**config.mk**
```make
export PLATFORM = sky130hd
export DESIGN_NAME = lcdcd_decoder
export DESIGN_NICKNAME = d
export VERILOG_FILES = /design/src/lcdcd_decoder.v /design/src/lcdcd_fifo.v
export VERILOG_INCLUDE_DIRS = /design/src /design/src/shared
export SDC_FILE = /design/constraint.sdc
export NUM_CORES = 2
export LEC_CHECK = 0
export BUFFER_PORTS_ARGS = -buffer_cell sky130_fd_sc_hd__buf_4
export CAP_MARGIN = 20
export CORE_ASPECT_RATIO = 0.9
export CORE_MARGIN = 3
export CORE_UTILIZATION = 55
export CTS_CLUSTER_SIZE = 16
export DETAILED_ROUTE_END_ITERATION = 16
export PLACE_DENSITY = 0.67
export SETUP_SLACK_MARGIN = 0.02
export SLEW_MARGIN = 20
export SYNTH_ARGS = -nofsm -noshare
export SYNTH_HDL_FRONTEND = slang
export SYNTH_SLANG_ARGS = --single-unit
```
**constraint.sdc**
```tcl
create_clock -name i_clk_sys -period 8.2 [get_ports i_clk_sys]
set_clock_uncertainty 0.15 [all_clocks]
set_input_delay 0 -clock i_clk_sys [delete_from_list [all_inputs] [get_ports i_clk_sys]]
set_output_delay 0 -clock i_clk_sys [all_outputs]
set_load 0.05 [all_outputs]
```
**src/shared/lcdcd_regs.vh**
```
`ifndef LCDCD_REGS_VH
`define LCDCD_REGS_VH
// status byte field positions
`define LCDCD_ST_BUSY        7
`define LCDCD_ST_DIR         6
`define LCDCD_ST_BLANK       5
`define LCDCD_ST_RESET       4
// opcodes and opcode masks
`define LCDCD_OP_DISP_MASK   8'hFE
`define LCDCD_OP_DISP        8'hAE
`define LCDCD_OP_DIR         8'hA0
`define LCDCD_OP_STATIC      8'hA4
`define LCDCD_OP_DUTY        8'hA8
`define LCDCD_OP_RMW         8'hE0
`define LCDCD_OP_END         8'hEE
`define LCDCD_OP_RESET       8'hE2
`define LCDCD_OP_PAGE_MASK   8'hFC
`define LCDCD_OP_PAGE        8'hB8
`define LCDCD_OP_LINE_MASK   8'hE0
`define LCDCD_OP_LINE        8'hC0
`define LCDCD_COL_LAST       7'h4F
`define LCDCD_COL_STOP       7'h50
// reset values
`define LCDCD_RST_PAGE       2'h3
`define LCDCD_RST_LINE       5'h00
`define LCDCD_RST_COL        7'h00
// timing: reset sequence length in ns, cycles at 20 ns
`define LCDCD_RESET_NS       200
`define LCDCD_CLK_NS         20
`define LCDCD_RESET_CYC      ((`LCDCD_RESET_NS + `LCDCD_CLK_NS - 1) / `LCDCD_CLK_NS)
`endif

```
**src/lcdcd_decoder.v**
```verilog
`include "lcdcd_regs.vh"
`timescale 1ns/1ps
`default_nettype none
module lcdcd_decoder #(
  parameter IS_SLAVE  = 0,         // passive slave variant, duty command ignored
  parameter RESET_CYC = `LCDCD_RESET_CYC
) (
  input  wire       i_clk_sys,                 // system clock
  input  wire       i_sys_rst,                 // sync reset, active high
  input  wire       i_hardware_reset_pin,      // hardware reset level, active high
  input  wire       i_command_data_select,     // 0 command/status, 1 display data
  input  wire       i_rd,                      // read strobe, one cycle pulse
  input  wire       i_wr,                      // write strobe, one cycle pulse
  input  wire [7:0] i_data,                    // write data bus
  input  wire       i_ext_clk,                 // external oscillator clock level
  input  wire       i_frame_alternation_input, // external frame signal (slave)
  output reg  [7:0] o_data,                    // read data
  output reg        o_data_valid,              // read data valid pulse
  output reg        o_wr_ready,                // write strobe will be taken
  output reg        o_seg_dir_normal,          // 1: column n drives segment n
  output reg        o_display_on,              // display on setting
  output reg        o_static_drive,            // static drive setting
  output reg        o_duty_high,               // 1: larger duty selected
  output reg        o_power_save,              // power save state
  output reg        o_osc_out_oe_n,            // oscillator output enable, low drives
  output reg        o_osc_out,                 // oscillator output level
  output reg  [4:0] o_start_line,              // display start line
  output reg  [1:0] o_page                     // page address
);
  // state machine codes
  localparam ST_IDLE  = 2'd0;
  localparam ST_EXEC  = 2'd1;
  localparam ST_RESET = 2'd2;
  reg  [1:0] state_reg;
  reg  [1:0] state_next;
  reg  [7:0] rst_cnt_reg;
  reg  [6:0] col_reg;
  reg  [6:0] col_saved_reg;
  reg        rmw_reg;
  reg  [7:0] latch_reg;
  reg  [7:0] ram [0:4*80-1];
  reg  [8:0] cmd_reg;
  reg        cmd_take;
  reg        reload_reg;
  reg        hw_rst_reg;
  reg  [4:0] q_cnt_reg;   // bytes in the fifo, output word included
  // fifo between host bus and command engine
  wire       f_in_ready;
  wire       f_out_valid;
  wire [8:0] f_out_data;
  wire       f_take = (state_reg == ST_IDLE) && f_out_valid;
  // a byte still crossing the fifo already counts as busy, so no poll slips between
  wire       busy   = (state_reg != ST_IDLE) || (q_cnt_reg != 5'h00);
  wire       resetting = (state_reg == ST_RESET);
  lcdcd_fifo #(
    .WIDTH(9),
    .DEPTH(16),
    .AW   (4)
  ) u_fifo (
    .i_clk_sys  (i_clk_sys),
    .i_sys_rst  (i_sys_rst),
    .i_in_valid (i_wr),
    .o_in_ready (f_in_ready),
    .i_in_data  ({i_command_data_select, i_data}),
    .o_out_valid(f_out_valid),
    .i_out_ready(f_take),
    .o_out_data (f_out_data)
  );
  // column advance saturating at the stop address
  function [6:0] col_inc;
    input [6:0] c;
    begin
      col_inc = (c == `LCDCD_COL_STOP) ? c : c + 7'h01;
    end
  endfunction
  function [8:0] ram_addr;
    input [1:0] p;
    input [6:0] c;
    begin
      ram_addr = ({7'h00, p} * 9'd80) + {2'b00, c};
    end
  endfunction
  // state sequencing, reset wins over everything
  always @*
  begin
    state_next = state_reg;
    case (state_reg)
      ST_IDLE:  if (f_take) state_next = ST_EXEC;
      ST_EXEC:  state_next = ST_IDLE;
      ST_RESET: if (rst_cnt_reg == 8'h00 && !hw_rst_reg) state_next = ST_IDLE;
      default:  state_next = ST_IDLE;
    endcase
  end
  always @*
  begin
    cmd_take = f_take;
  end
  // main engine: one queued byte per two cycles
  always @(posedge i_clk_sys)
  begin
    hw_rst_reg <= i_hardware_reset_pin;
    if (i_sys_rst || hw_rst_reg)
    begin
      state_reg        <= ST_RESET;
      rst_cnt_reg      <= RESET_CYC[7:0];
      col_reg          <= `LCDCD_RST_COL;
      col_saved_reg    <= `LCDCD_RST_COL;
      rmw_reg          <= 1'b0;
      latch_reg        <= 8'h00;
      cmd_reg          <= 9'h000;
      reload_reg       <= 1'b0;
      o_seg_dir_normal <= 1'b1;
      o_display_on     <= 1'b0;
      o_static_drive   <= 1'b0;
      o_duty_high      <= 1'b1;
      o_start_line     <= `LCDCD_RST_LINE;
      o_page           <= `LCDCD_RST_PAGE;
    end
    else
    begin
      state_reg  <= state_next;
      reload_reg <= 1'b0;
      if (state_reg == ST_RESET && rst_cnt_reg != 8'h00)
        rst_cnt_reg <= rst_cnt_reg - 8'h01;
      if (cmd_take)
        cmd_reg <= f_out_data;
      if (state_reg == ST_EXEC)
      begin
        if (cmd_reg[8])
        begin
          if (col_reg != `LCDCD_COL_STOP)                 // column 80 has no cell, must not hit next page
            ram[ram_addr(o_page, col_reg)] <= cmd_reg[7:0];
          col_reg <= col_inc(col_reg);
        end
        else if ((cmd_reg[7:0] & `LCDCD_OP_DISP_MASK) == `LCDCD_OP_DISP)
          o_display_on <= cmd_reg[0];
        else if ((cmd_reg[7:0] & `LCDCD_OP_DISP_MASK) == `LCDCD_OP_DIR)
          o_seg_dir_normal <= !cmd_reg[0];
        else if ((cmd_reg[7:0] & `LCDCD_OP_DISP_MASK) == `LCDCD_OP_STATIC)
          o_static_drive <= cmd_reg[0];
        else if ((cmd_reg[7:0] & `LCDCD_OP_DISP_MASK) == `LCDCD_OP_DUTY)
        begin
          if (IS_SLAVE == 0)
            o_duty_high <= cmd_reg[0];
        end
        else if (cmd_reg[7:0] == `LCDCD_OP_RMW)
        begin
          rmw_reg       <= 1'b1;
          col_saved_reg <= col_reg;
        end
        else if (cmd_reg[7:0] == `LCDCD_OP_END)
        begin
          if (rmw_reg)
            col_reg <= col_saved_reg;
          rmw_reg <= 1'b0;
        end
        else if (cmd_reg[7:0] == `LCDCD_OP_RESET)
        begin
          o_start_line <= `LCDCD_RST_LINE;
          o_page       <= `LCDCD_RST_PAGE;
        end
        else if ((cmd_reg[7:0] & `LCDCD_OP_PAGE_MASK) == `LCDCD_OP_PAGE)
          o_page <= cmd_reg[1:0];
        else if ((cmd_reg[7:0] & `LCDCD_OP_LINE_MASK) == `LCDCD_OP_LINE)
          o_start_line <= cmd_reg[4:0];
        else if (cmd_reg[7:0] <= {1'b0, `LCDCD_COL_LAST})
          col_reg <= cmd_reg[6:0];
        // anything else falls through untouched
      end
      // data read: present latch, reload from ram, advance unless in read-modify-write
      if (i_rd && i_command_data_select && !busy)
      begin
        latch_reg  <= (col_reg == `LCDCD_COL_STOP) ? 8'h00 : ram[ram_addr(o_page, col_reg)];
        reload_reg <= 1'b1;
        if (!rmw_reg)
          col_reg <= col_inc(col_reg);
      end
    end
  end
  // read port and derived outputs, all registered
  always @(posedge i_clk_sys)
  begin
    if (i_sys_rst)
    begin
      o_data         <= 8'h00;
      o_data_valid   <= 1'b0;
      o_wr_ready     <= 1'b0;
      o_power_save   <= 1'b0;
      o_osc_out_oe_n <= 1'b1;
      o_osc_out      <= 1'b0;
      q_cnt_reg      <= 5'h00;
    end
    else
    begin
      o_data_valid <= i_rd;
      q_cnt_reg    <= q_cnt_reg + {4'h0, (i_wr && f_in_ready)} - {4'h0, f_take};
      o_wr_ready   <= f_in_ready && !resetting;
      if (i_rd && !i_command_data_select)
      begin
        o_data <= 8'h00;
        o_data[`LCDCD_ST_BUSY]  <= busy;
        o_data[`LCDCD_ST_DIR]   <= o_seg_dir_normal;
        o_data[`LCDCD_ST_BLANK] <= !o_display_on;
        o_data[`LCDCD_ST_RESET] <= resetting;
      end
      else if (i_rd)
        o_data <= latch_reg;                       // latch before reload
      o_power_save   <= o_static_drive && !o_display_on;
      o_osc_out_oe_n <= o_power_save;              // float in save
      o_osc_out      <= o_power_save ? 1'b0 : i_ext_clk; // clock input gated
    end
  end
endmodule // lcdcd_decoder
`default_nettype wire

```
**src/lcdcd_fifo.v**
```verilog
`timescale 1ns/1ps
`default_nettype none
module lcdcd_fifo #(
  parameter WIDTH = 9,
  parameter DEPTH = 16,
  parameter AW    = 4
) (
  input  wire             i_clk_sys, // clock
  input  wire             i_sys_rst, // sync reset
  input  wire             i_in_valid, // write strobe
  output wire             o_in_ready, // not full
  input  wire [WIDTH-1:0] i_in_data, // write word
  output reg              o_out_valid, // read word valid
  input  wire             i_out_ready, // consumer takes word
  output reg  [WIDTH-1:0] o_out_data // registered read word
);
  reg [WIDTH-1:0] mem [0:DEPTH-1];
  reg [AW:0]      wr_ptr_reg;
  reg [AW:0]      rd_ptr_reg;
  wire            full  = (wr_ptr_reg[AW] != rd_ptr_reg[AW]) && (wr_ptr_reg[AW-1:0] == rd_ptr_reg[AW-1:0]);
  wire            empty = (wr_ptr_reg == rd_ptr_reg);
  wire            pop   = !empty && (!o_out_valid || i_out_ready);
  assign o_in_ready = !full;
  // storage array, no reset needed on data
  always @(posedge i_clk_sys)
  begin
    if (i_in_valid && !full)
      mem[wr_ptr_reg[AW-1:0]] <= i_in_data;
  end
  // pointers and output register
  always @(posedge i_clk_sys)
  begin
    if (i_sys_rst)
    begin
      wr_ptr_reg  <= {(AW+1){1'b0}};
      rd_ptr_reg  <= {(AW+1){1'b0}};
      o_out_valid <= 1'b0;
      o_out_data  <= {WIDTH{1'b0}};
    end
    else
    begin
      if (i_in_valid && !full)
        wr_ptr_reg <= wr_ptr_reg + 1'b1;
      if (pop)
      begin
        o_out_data  <= mem[rd_ptr_reg[AW-1:0]];
        rd_ptr_reg  <= rd_ptr_reg + 1'b1;
        o_out_valid <= 1'b1;
      end
      else if (i_out_ready)
        o_out_valid <= 1'b0;
    end
  end
endmodule // lcdcd_fifo
`default_nettype wire

```
---- Yosys cells after proc, flatten, opt, wreduce, memory -nomap -nowiden ----
Memory sizes are Yosys's and may differ from the RTL's. A register that Yosys moved wholly into a read port is not among the register bits.
Cells that the tools add are included.
storage, ports and cells
  flip-flop bits (word level) ............. 83
  memory bits (writable) .................. 2,704
  bits of input ports ..................... 16
  output and inout bits ................... 24
  logic and storage cells ................. 144
  memories kept ........................... 2
memory list
  memory      words  width  read ports  clocked after memory_dff  wr ports  line                RTL
  ram         320    8      1           0                         1         lcdcd_decoder.v:41  reg [7:0] ram [0:4*80-1];
  u_fifo.mem  16     9      1           1                         1         lcdcd_fifo.v:17     reg [WIDTH-1:0] mem [0:DEPTH-1];
cells by class
  $add $sub $neg .......................... 7
  multipliers ............................. 1
  order comparisons ....................... 1
  equal/unequal tests ..................... 19
  mux-type cells .......................... 38
  bitwise operators ....................... 7
  reductions and logical operators ........ 44
operators by type and width
  kind                 number
  $mux 7               16
  $eq 7x7->1 const B   5
  $eq 8x8->1 const B   3
  $mux 8               3
  $mux 5               3
  $reduce_and 7->1     2
  $reduce_bool 2->1    6
  $logic_and 1x1->1    11
  $mux 1               11
  $add 5x1->5 const B  2
  $reduce_and 10->1    1
  $add 9x7->9          1
  $logic_not 1->1      9
  $reduce_and 9->1     1
  $le 8x7->1 const B   1
  $logic_not 8->1      1
  $mux 2               4
  $reduce_bool 8->1    1
  $sub 8x1->8 const B  1
  $add 7x1->7 const B  1
  $ne 7x7->1 const B   1
  $not 1->1            7
  $eq 6x6->1 const B   1
  $reduce_and 6->1     1
  other kinds (20)     24

---- Longest topological paths before layout ----
  depth in word-level cells ............... 15
  mapped depth ............................ 15
  depth with buffers taken out ............ 14

---- Hierarchy ----
A second synthesis with hierarchy kept.
second synthesis, totals
  cell total of the unflattened synthesis .. 5,242
  area, all modules ....................... 109,384.9 sq um
modules (own cells, without submodules)
  module         instances  cells each  area each (sq um)  seq. area each (sq um)
  lcdcd_decoder  1          4,874       102,752.3          78,315.1
  lcdcd_fifo     1          368         6,632.6            4,724.5

---- Worst setup path before layout ----
Ideal clock, no wire load.
  kind .................................... register -> register
  start ................................... register cmd_reg[3]
  end ..................................... register col_reg[2]
  setup time .............................. 119 ps
  data arrival time ....................... 6,258 ps
  data required time ...................... 7,931 ps
  slack ................................... 1,673 ps
  stages on the path, launching flop included .. 8
  path buffers ............................ 0
  clock period less this slack ............ 6,527 ps
  path through ............................ dfxtp_1 > nand2_1 > nor4b_2 > and2_1 > nor2_1 > a211oi_1 > a21oi_1 > o221a_2
on the way
  word-level cells in the longest chain between the ends .. 15
RTL lines
  item                    line                 RTL
  start, declared         lcdcd_decoder.v:42   reg [8:0] cmd_reg;
  start signal, assigned  lcdcd_decoder.v:126  cmd_reg <= f_out_data;
  $le 8x7->1              lcdcd_decoder.v:166  else if (cmd_reg[7:0] <= {1'b0, `LCDCD_COL_LAST})
  $mux 7                  lcdcd_decoder.v:166
  $mux 7                  lcdcd_decoder.v:164  else if ((cmd_reg[7:0] & `LCDCD_OP_LINE_MASK) == `LCDCD_OP_LINE)
  $mux 7                  lcdcd_decoder.v:162  else if ((cmd_reg[7:0] & `LCDCD_OP_PAGE_MASK) == `LCDCD_OP_PAGE)
  $mux 7                  lcdcd_decoder.v:157  else if (cmd_reg[7:0] == `LCDCD_OP_RESET)
  $mux 7                  lcdcd_decoder.v:151  else if (cmd_reg[7:0] == `LCDCD_OP_END)
  $mux 7                  lcdcd_decoder.v:146  else if (cmd_reg[7:0] == `LCDCD_OP_RMW)
  $mux 7                  lcdcd_decoder.v:141  else if ((cmd_reg[7:0] & `LCDCD_OP_DISP_MASK) == `LCDCD_OP_DUTY)
  $mux 7                  lcdcd_decoder.v:139  else if ((cmd_reg[7:0] & `LCDCD_OP_DISP_MASK) == `LCDCD_OP_STATIC)
  $mux 7                  lcdcd_decoder.v:137  else if ((cmd_reg[7:0] & `LCDCD_OP_DISP_MASK) == `LCDCD_OP_DIR)
  $mux 7 *                lcdcd_decoder.v:135  else if ((cmd_reg[7:0] & `LCDCD_OP_DISP_MASK) == `LCDCD_OP_DISP)
  $mux 7 *                lcdcd_decoder.v:129  if (cmd_reg[8])
  $mux 7 *                lcdcd_decoder.v:127  if (state_reg == ST_EXEC)
  $mux 7                  lcdcd_decoder.v:175  if (!rmw_reg)
  $mux 7 *                lcdcd_decoder.v:171  if (i_rd && i_command_data_select && !busy)
  end signal, assigned    lcdcd_decoder.v:133  col_reg <= col_inc(col_reg);
  end signal, assigned    lcdcd_decoder.v:167  col_reg <= cmd_reg[6:0];
  end signal, assigned    lcdcd_decoder.v:176  col_reg <= col_inc(col_reg);
  end, declared           lcdcd_decoder.v:37   reg [6:0] col_reg;
Mark *: on every way between the ends. The rest lies on a longest branch, timed or not.
A chain may end at the register's enable or synchronous reset.

---- Worst setup path in the final report ----
  start ................................... register col_reg[0]
  end ..................................... register latch_reg[3]
on the way
  word-level cells in the longest chain between the ends .. 3
RTL lines
  item                    line                 RTL
  start signal, assigned  lcdcd_decoder.v:106  col_reg <= `LCDCD_RST_COL;
  start signal, assigned  lcdcd_decoder.v:133
  start signal, assigned  lcdcd_decoder.v:154  col_reg <= col_saved_reg;
  $add 9x7->9             lcdcd_decoder.v:80   ram_addr = ({7'h00, p} * 9'd80) + {2'b00, c};
  $mem_v2 320x8           --
  $mux 8 *                lcdcd_decoder.v:173  latch_reg <= (col_reg == `LCDCD_COL_STOP) ? 8'h00 : ram[ram_addr(o_page, col_reg)];
  end signal, assigned    lcdcd_decoder.v:173
  end, declared           lcdcd_decoder.v:40   reg [7:0] latch_reg;
Marked as above.

==> summary.txt <==
Outcome
  • Status: finished clean

STA
  • Finish-stage setup viols: 0
  • Fmax: between 150 and 200 MHz
  • Final Slew Violations: 0
  • Hold Vio Cnt, Final: 0
  • Worst slew pin tran: ~1.2 ns
  • Final worst-path cycle share: between 60% and 70%
  • Worst slew margin: ~17%
  • RSZ-0062 raised after global routing: no
  • Post-Route Setup TNS: 0 ns
  • Final worst-path setup slack: ~3.2 ns
  • Final Critical Period: 5.03 ns

Layout
  • Max reg flops: around 2600
  • Area of the multi-input gates: ~24000 µm²
  • Final Util: between 60 and 70%
  • Layout Nets: roughly 5300
  • Layout overhead on the synthesized area: 11.1%
  • Reg area: between 80000 and 90000 µm²
  • Most flop-heavy register: ram
  • Proportion of layout cells with a drive suffix above 1: between 20% and 30%
  • Fill count: 13400

Setup path
  • Worst-path maximum fanout: 74
  • CP max-delay cell: dfxtp_4
  • Crit path kind: reg2reg
  • Reg2reg start: col_reg[0]$_SDFF_PP0_
  • Delay-heaviest family, CP: buffers and inverters
  • Worst endpoint required time: 8.81 ns
  • CP Capture Type: register
  • Buf/Inv on CP: 2
  • Top cell by count, worst path: mux4_2
  • Crit path DAT: between 5 and 6 ns
  • Startpoint Class: register
  • Critical path origin: col_reg[0]$_SDFF_PP0_
  • CP max stage delay: between 0.7 and 0.8 ns
  • CP Cell Sequence: buf_12 > buf_4 > mux4_2 > mux4_2 > nor2b_1 > a2111oi_2 > nand4_1 > nor4_1 > a211oi_1

Route
  • DRC: 0
  • Wl on met1: about 110000 µm
  • Post-route ant nets: 0
  • Detailed Route Iter0 Violations: about 7000
  • Vias: ~53000
  • First-pass iteration count of the detailed router: 7
  • Drt via density: ~6.6
  • Met3 Wirelength: 28300 µm
  • DR WL/cell: 32.8 µm
  • Uppermost routed layer: met4
  • Routed WL: 264000 µm
  • Met2 WL: between 100000 and 150000 µm

Logic synthesis
  • Synth Warn #: 0
  • Synth unique cells: 69
  • Gate Count Post-Synth: 5130
  • Primary FF master, synth: edfxtp_1
  • Post-Syn Area: approximately 110000 µm²
  • Asr flop ratio synth: 0%
  • Flops & latches, synth: about 2800
  • Post-Syn Nets: between 5000 and 6000
  • EDFF count, synth: approximately 2700
  • Avg Cell Area, Syn: about 21 µm²
  • Part of the Yosys area used for sequential elements: approximately three quarters

Worst hold path
  • Hold path startpoint: i_command_data_select
  • HP Class: in2reg

Floorplanning
  • Row count: roughly 150
  • Die W: roughly 480 µm
  • Core ar.: just under 200000 µm²
  • Die Ht: between 400 and 500 µm
  • Die Area: ~200000 µm²
  • Io pins: 40
  • Initial core utilization: 55.5%

Job
  • # Max-Cap Violations: 0

Global routing
  • First-pass GRT wire length: about 380000 µm
  • Tot GR Track Use: a little over a quarter
  • Initial antenna violation count: 10
  • Pin count of the biggest net entering global routing: ~200
  • Remaining Overflow, GRT: 0
  • Number of global-route vias before repair: 52300

Clock network
  • Clock-pin slew on the worst setup and hold paths: approximately 0.060 ns
  • Post_cts resized: 0
  • Root buffer cell: clkbuf_16
  • Clk buf depth: 4
  • # clock sinks: about 2800
  • Skew-Pair Late Insertion Delay: about 0.91 ns
  • CTS tree: yes
  • H-tree levels: 5
  • Inserted Clock Buffers: ~290

Place
  • GPL Wtd Cong: 0.846
  • DPL Wire Length: ~160000 µm
  • Dpl ws: approximately 3.2 ns
  • PortBufs: 38

Power
  • Leak pwr: about 37 nW
  • Peak supply drop: about 140 µV
  • Pwr Density: approximately 230 nW/µm²
## synth_stat cells (all sizes together) (3+ instances only)
| master | count | share of area (%) |
|---|---|---|
| edfxtp | 2704 | 74 |
| mux4 | 749 | 15 |
| nor2 | 440 | 1.5 |
| buf | 192 | 1.1 |
| mux2i | 145 | 1.3 |
| nand2 | 130 | 0.45 |
| clkbuf | 116 | 0.40 |
| dfxtp | 92 | 1.7 |
| a21oi | 70 | 0.32 |
| a22oi | 54 | 0.37 |
| nand3 | 36 | 0.17 |
| nor2b | 34 | 0.20 |
| o21ai | 28 | 0.13 |
| a221oi | 26 | 0.21 |
| nand4 | 26 | 0.15 |
| a211oi | 23 | 0.16 |
| inv | 23 | 0.079 |
| nand2b | 20 | 0.11 |
| ha | 19 | 0.22 |
| o22ai | 16 | 0.092 |
| xnor2 | 16 | 0.13 |
| nor3 | 15 | 0.069 |
| a22o | 14 | 0.11 |
| and2 | 14 | 0.080 |
| xor2 | 14 | 0.11 |
| a31oi | 9 | 0.052 |
| o211ai | 9 | 0.062 |
| or2 | 8 | 0.046 |
| nor4 | 7 | 0.040 |
| o31ai | 7 | 0.048 |
| a2111oi | 6 | 0.060 |
| a221o | 6 | 0.055 |
| mux2 | 6 | 0.062 |
| or3 | 6 | 0.034 |
| a21o | 5 | 0.034 |
| o21a | 4 | 0.028 |
| a32oi | 3 | 0.024 |
| and3 | 3 | 0.017 |
| clkinv | 3 | 0.010 |
| nor3b | 3 | 0.021 |
| o311ai | 3 | 0.024 |
## where the power goes
group	total [mW]	internal, mW	switching [mW]
Sequential	15.5	15.5	0.0226
Combinational	0.427	0.206	0.221
Clock	12.5	7.30	5.19
Total	28.4	23.0	5.43
## tightest hold or removal path: cells and delay by family
kind                   cells  cell delay (ns)
AOI/OAI and AO/OA          1             0.17
buffers and inverters      2             0.73
muxes                      1             0.07
and+or+nand+nor            1             0.07
## worst paths after layout
| kind | depth (start not counted) | end | slack [ns] |
|---|---|---|---|
| setup / recovery | 9 | latch_reg[3]$_SDFFE_PP0P_ | 3.17 |
| hold reg to reg | 2 | cmd_reg[7]$_SDFFE_PP0P_ | 0.30 |
| setup reg to reg | 9 | latch_reg[3]$_SDFFE_PP0P_ | 3.17 |
| hold / removal | 5 | o_data[7]$_SDFFE_PP0P_ | 0.05 |
## repair_timing
action	4_1_cts	5_1_grt
hold endpoints to repair	323	0
buffers inserted	0	0
hold buffers	32	0
## per-layer routing
metal / track usage, % / up-vias
met1: 39.7 / 28300
met2: 38.2 / 2878
met3: 6.46 / 499
met5: 0 / -
li1: - / 21600
met4: 7.60 / 0
## layout make-up
class	count	area share, %
antenna	4	0.00826
clock buffer	348	6.29
sequential	2796	68.6
clock inverter	129	0.989
tap	2574	2.66
multi-input combinational	2000	20.1
timing repair buffer	173	1.27
inverter	26	0.0806
## cells in the final DEF (no fill, tap or decap), types with 9 or more instances in the layout
master	count
a211oi_1	23
a21oi_1	70
a221oi_1	25
a22o_1	14
a22oi_1	54
a31oi_1	9
and2_1	13
buf_12	11
buf_4	127
bufinv_16	23
clkbuf_1	51
clkbuf_16	297
clkinv_1	55
clkinv_2	44
dfxtp_1	79
dfxtp_4	12
dlygate4sd3_1	31
edfxtp_1	2704
ha_1	18
inv_1	23
mux2i_1	145
mux4_2	749
nand2_1	114
nand2_2	16
nand2b_1	20
nand3_1	36
nand4_1	26
nor2_1	437
nor2b_1	28
nor3_1	11
o211ai_1	9
o21ai_0	23
o22ai_1	16
xnor2_1	16
xor2_1	14
## per-stage QoR
| step | std cells | total power, mW | hold slack, ns | cell area (µm²) |
|---|---|---|---|---|
| global route | 8047 | 29.2 | 0.0992 | 121000 |
| floorplan | 5130 | 16.1 | -0.122 | 109000 |
| global placement | 7535 | 16.2 | -0.0433 | 112000 |
| CTS | 8044 | 28.6 | 0.0127 | 121000 |
| detailed placement | 7535 | 16.2 | -0.0413 | 112000 |
| finish | 8050 | 28.4 | 0.0492 | 121000 |
## kinds of logic (layout without fill, tap and decap cells)
kind of cell | after synthesis | after routing | synth area share, %
multiplexers | 900 | 900 | 16.9
buffers and inverters | 334 | 676 | 1.58
AND/OR/NAND/NOR | 748 | 748 | 2.95
adder cells (fa/ha/maj) | 21 | 21 | 0.255
AO/OA/AOI/OAI | 301 | 301 | 1.94
XOR/XNOR | 30 | 30 | 0.241
flip-flops | 2796 | 2796 | 76.2
other | 0 | 4 | 0
Note: power is estimated with default switching activity, not from simulation.
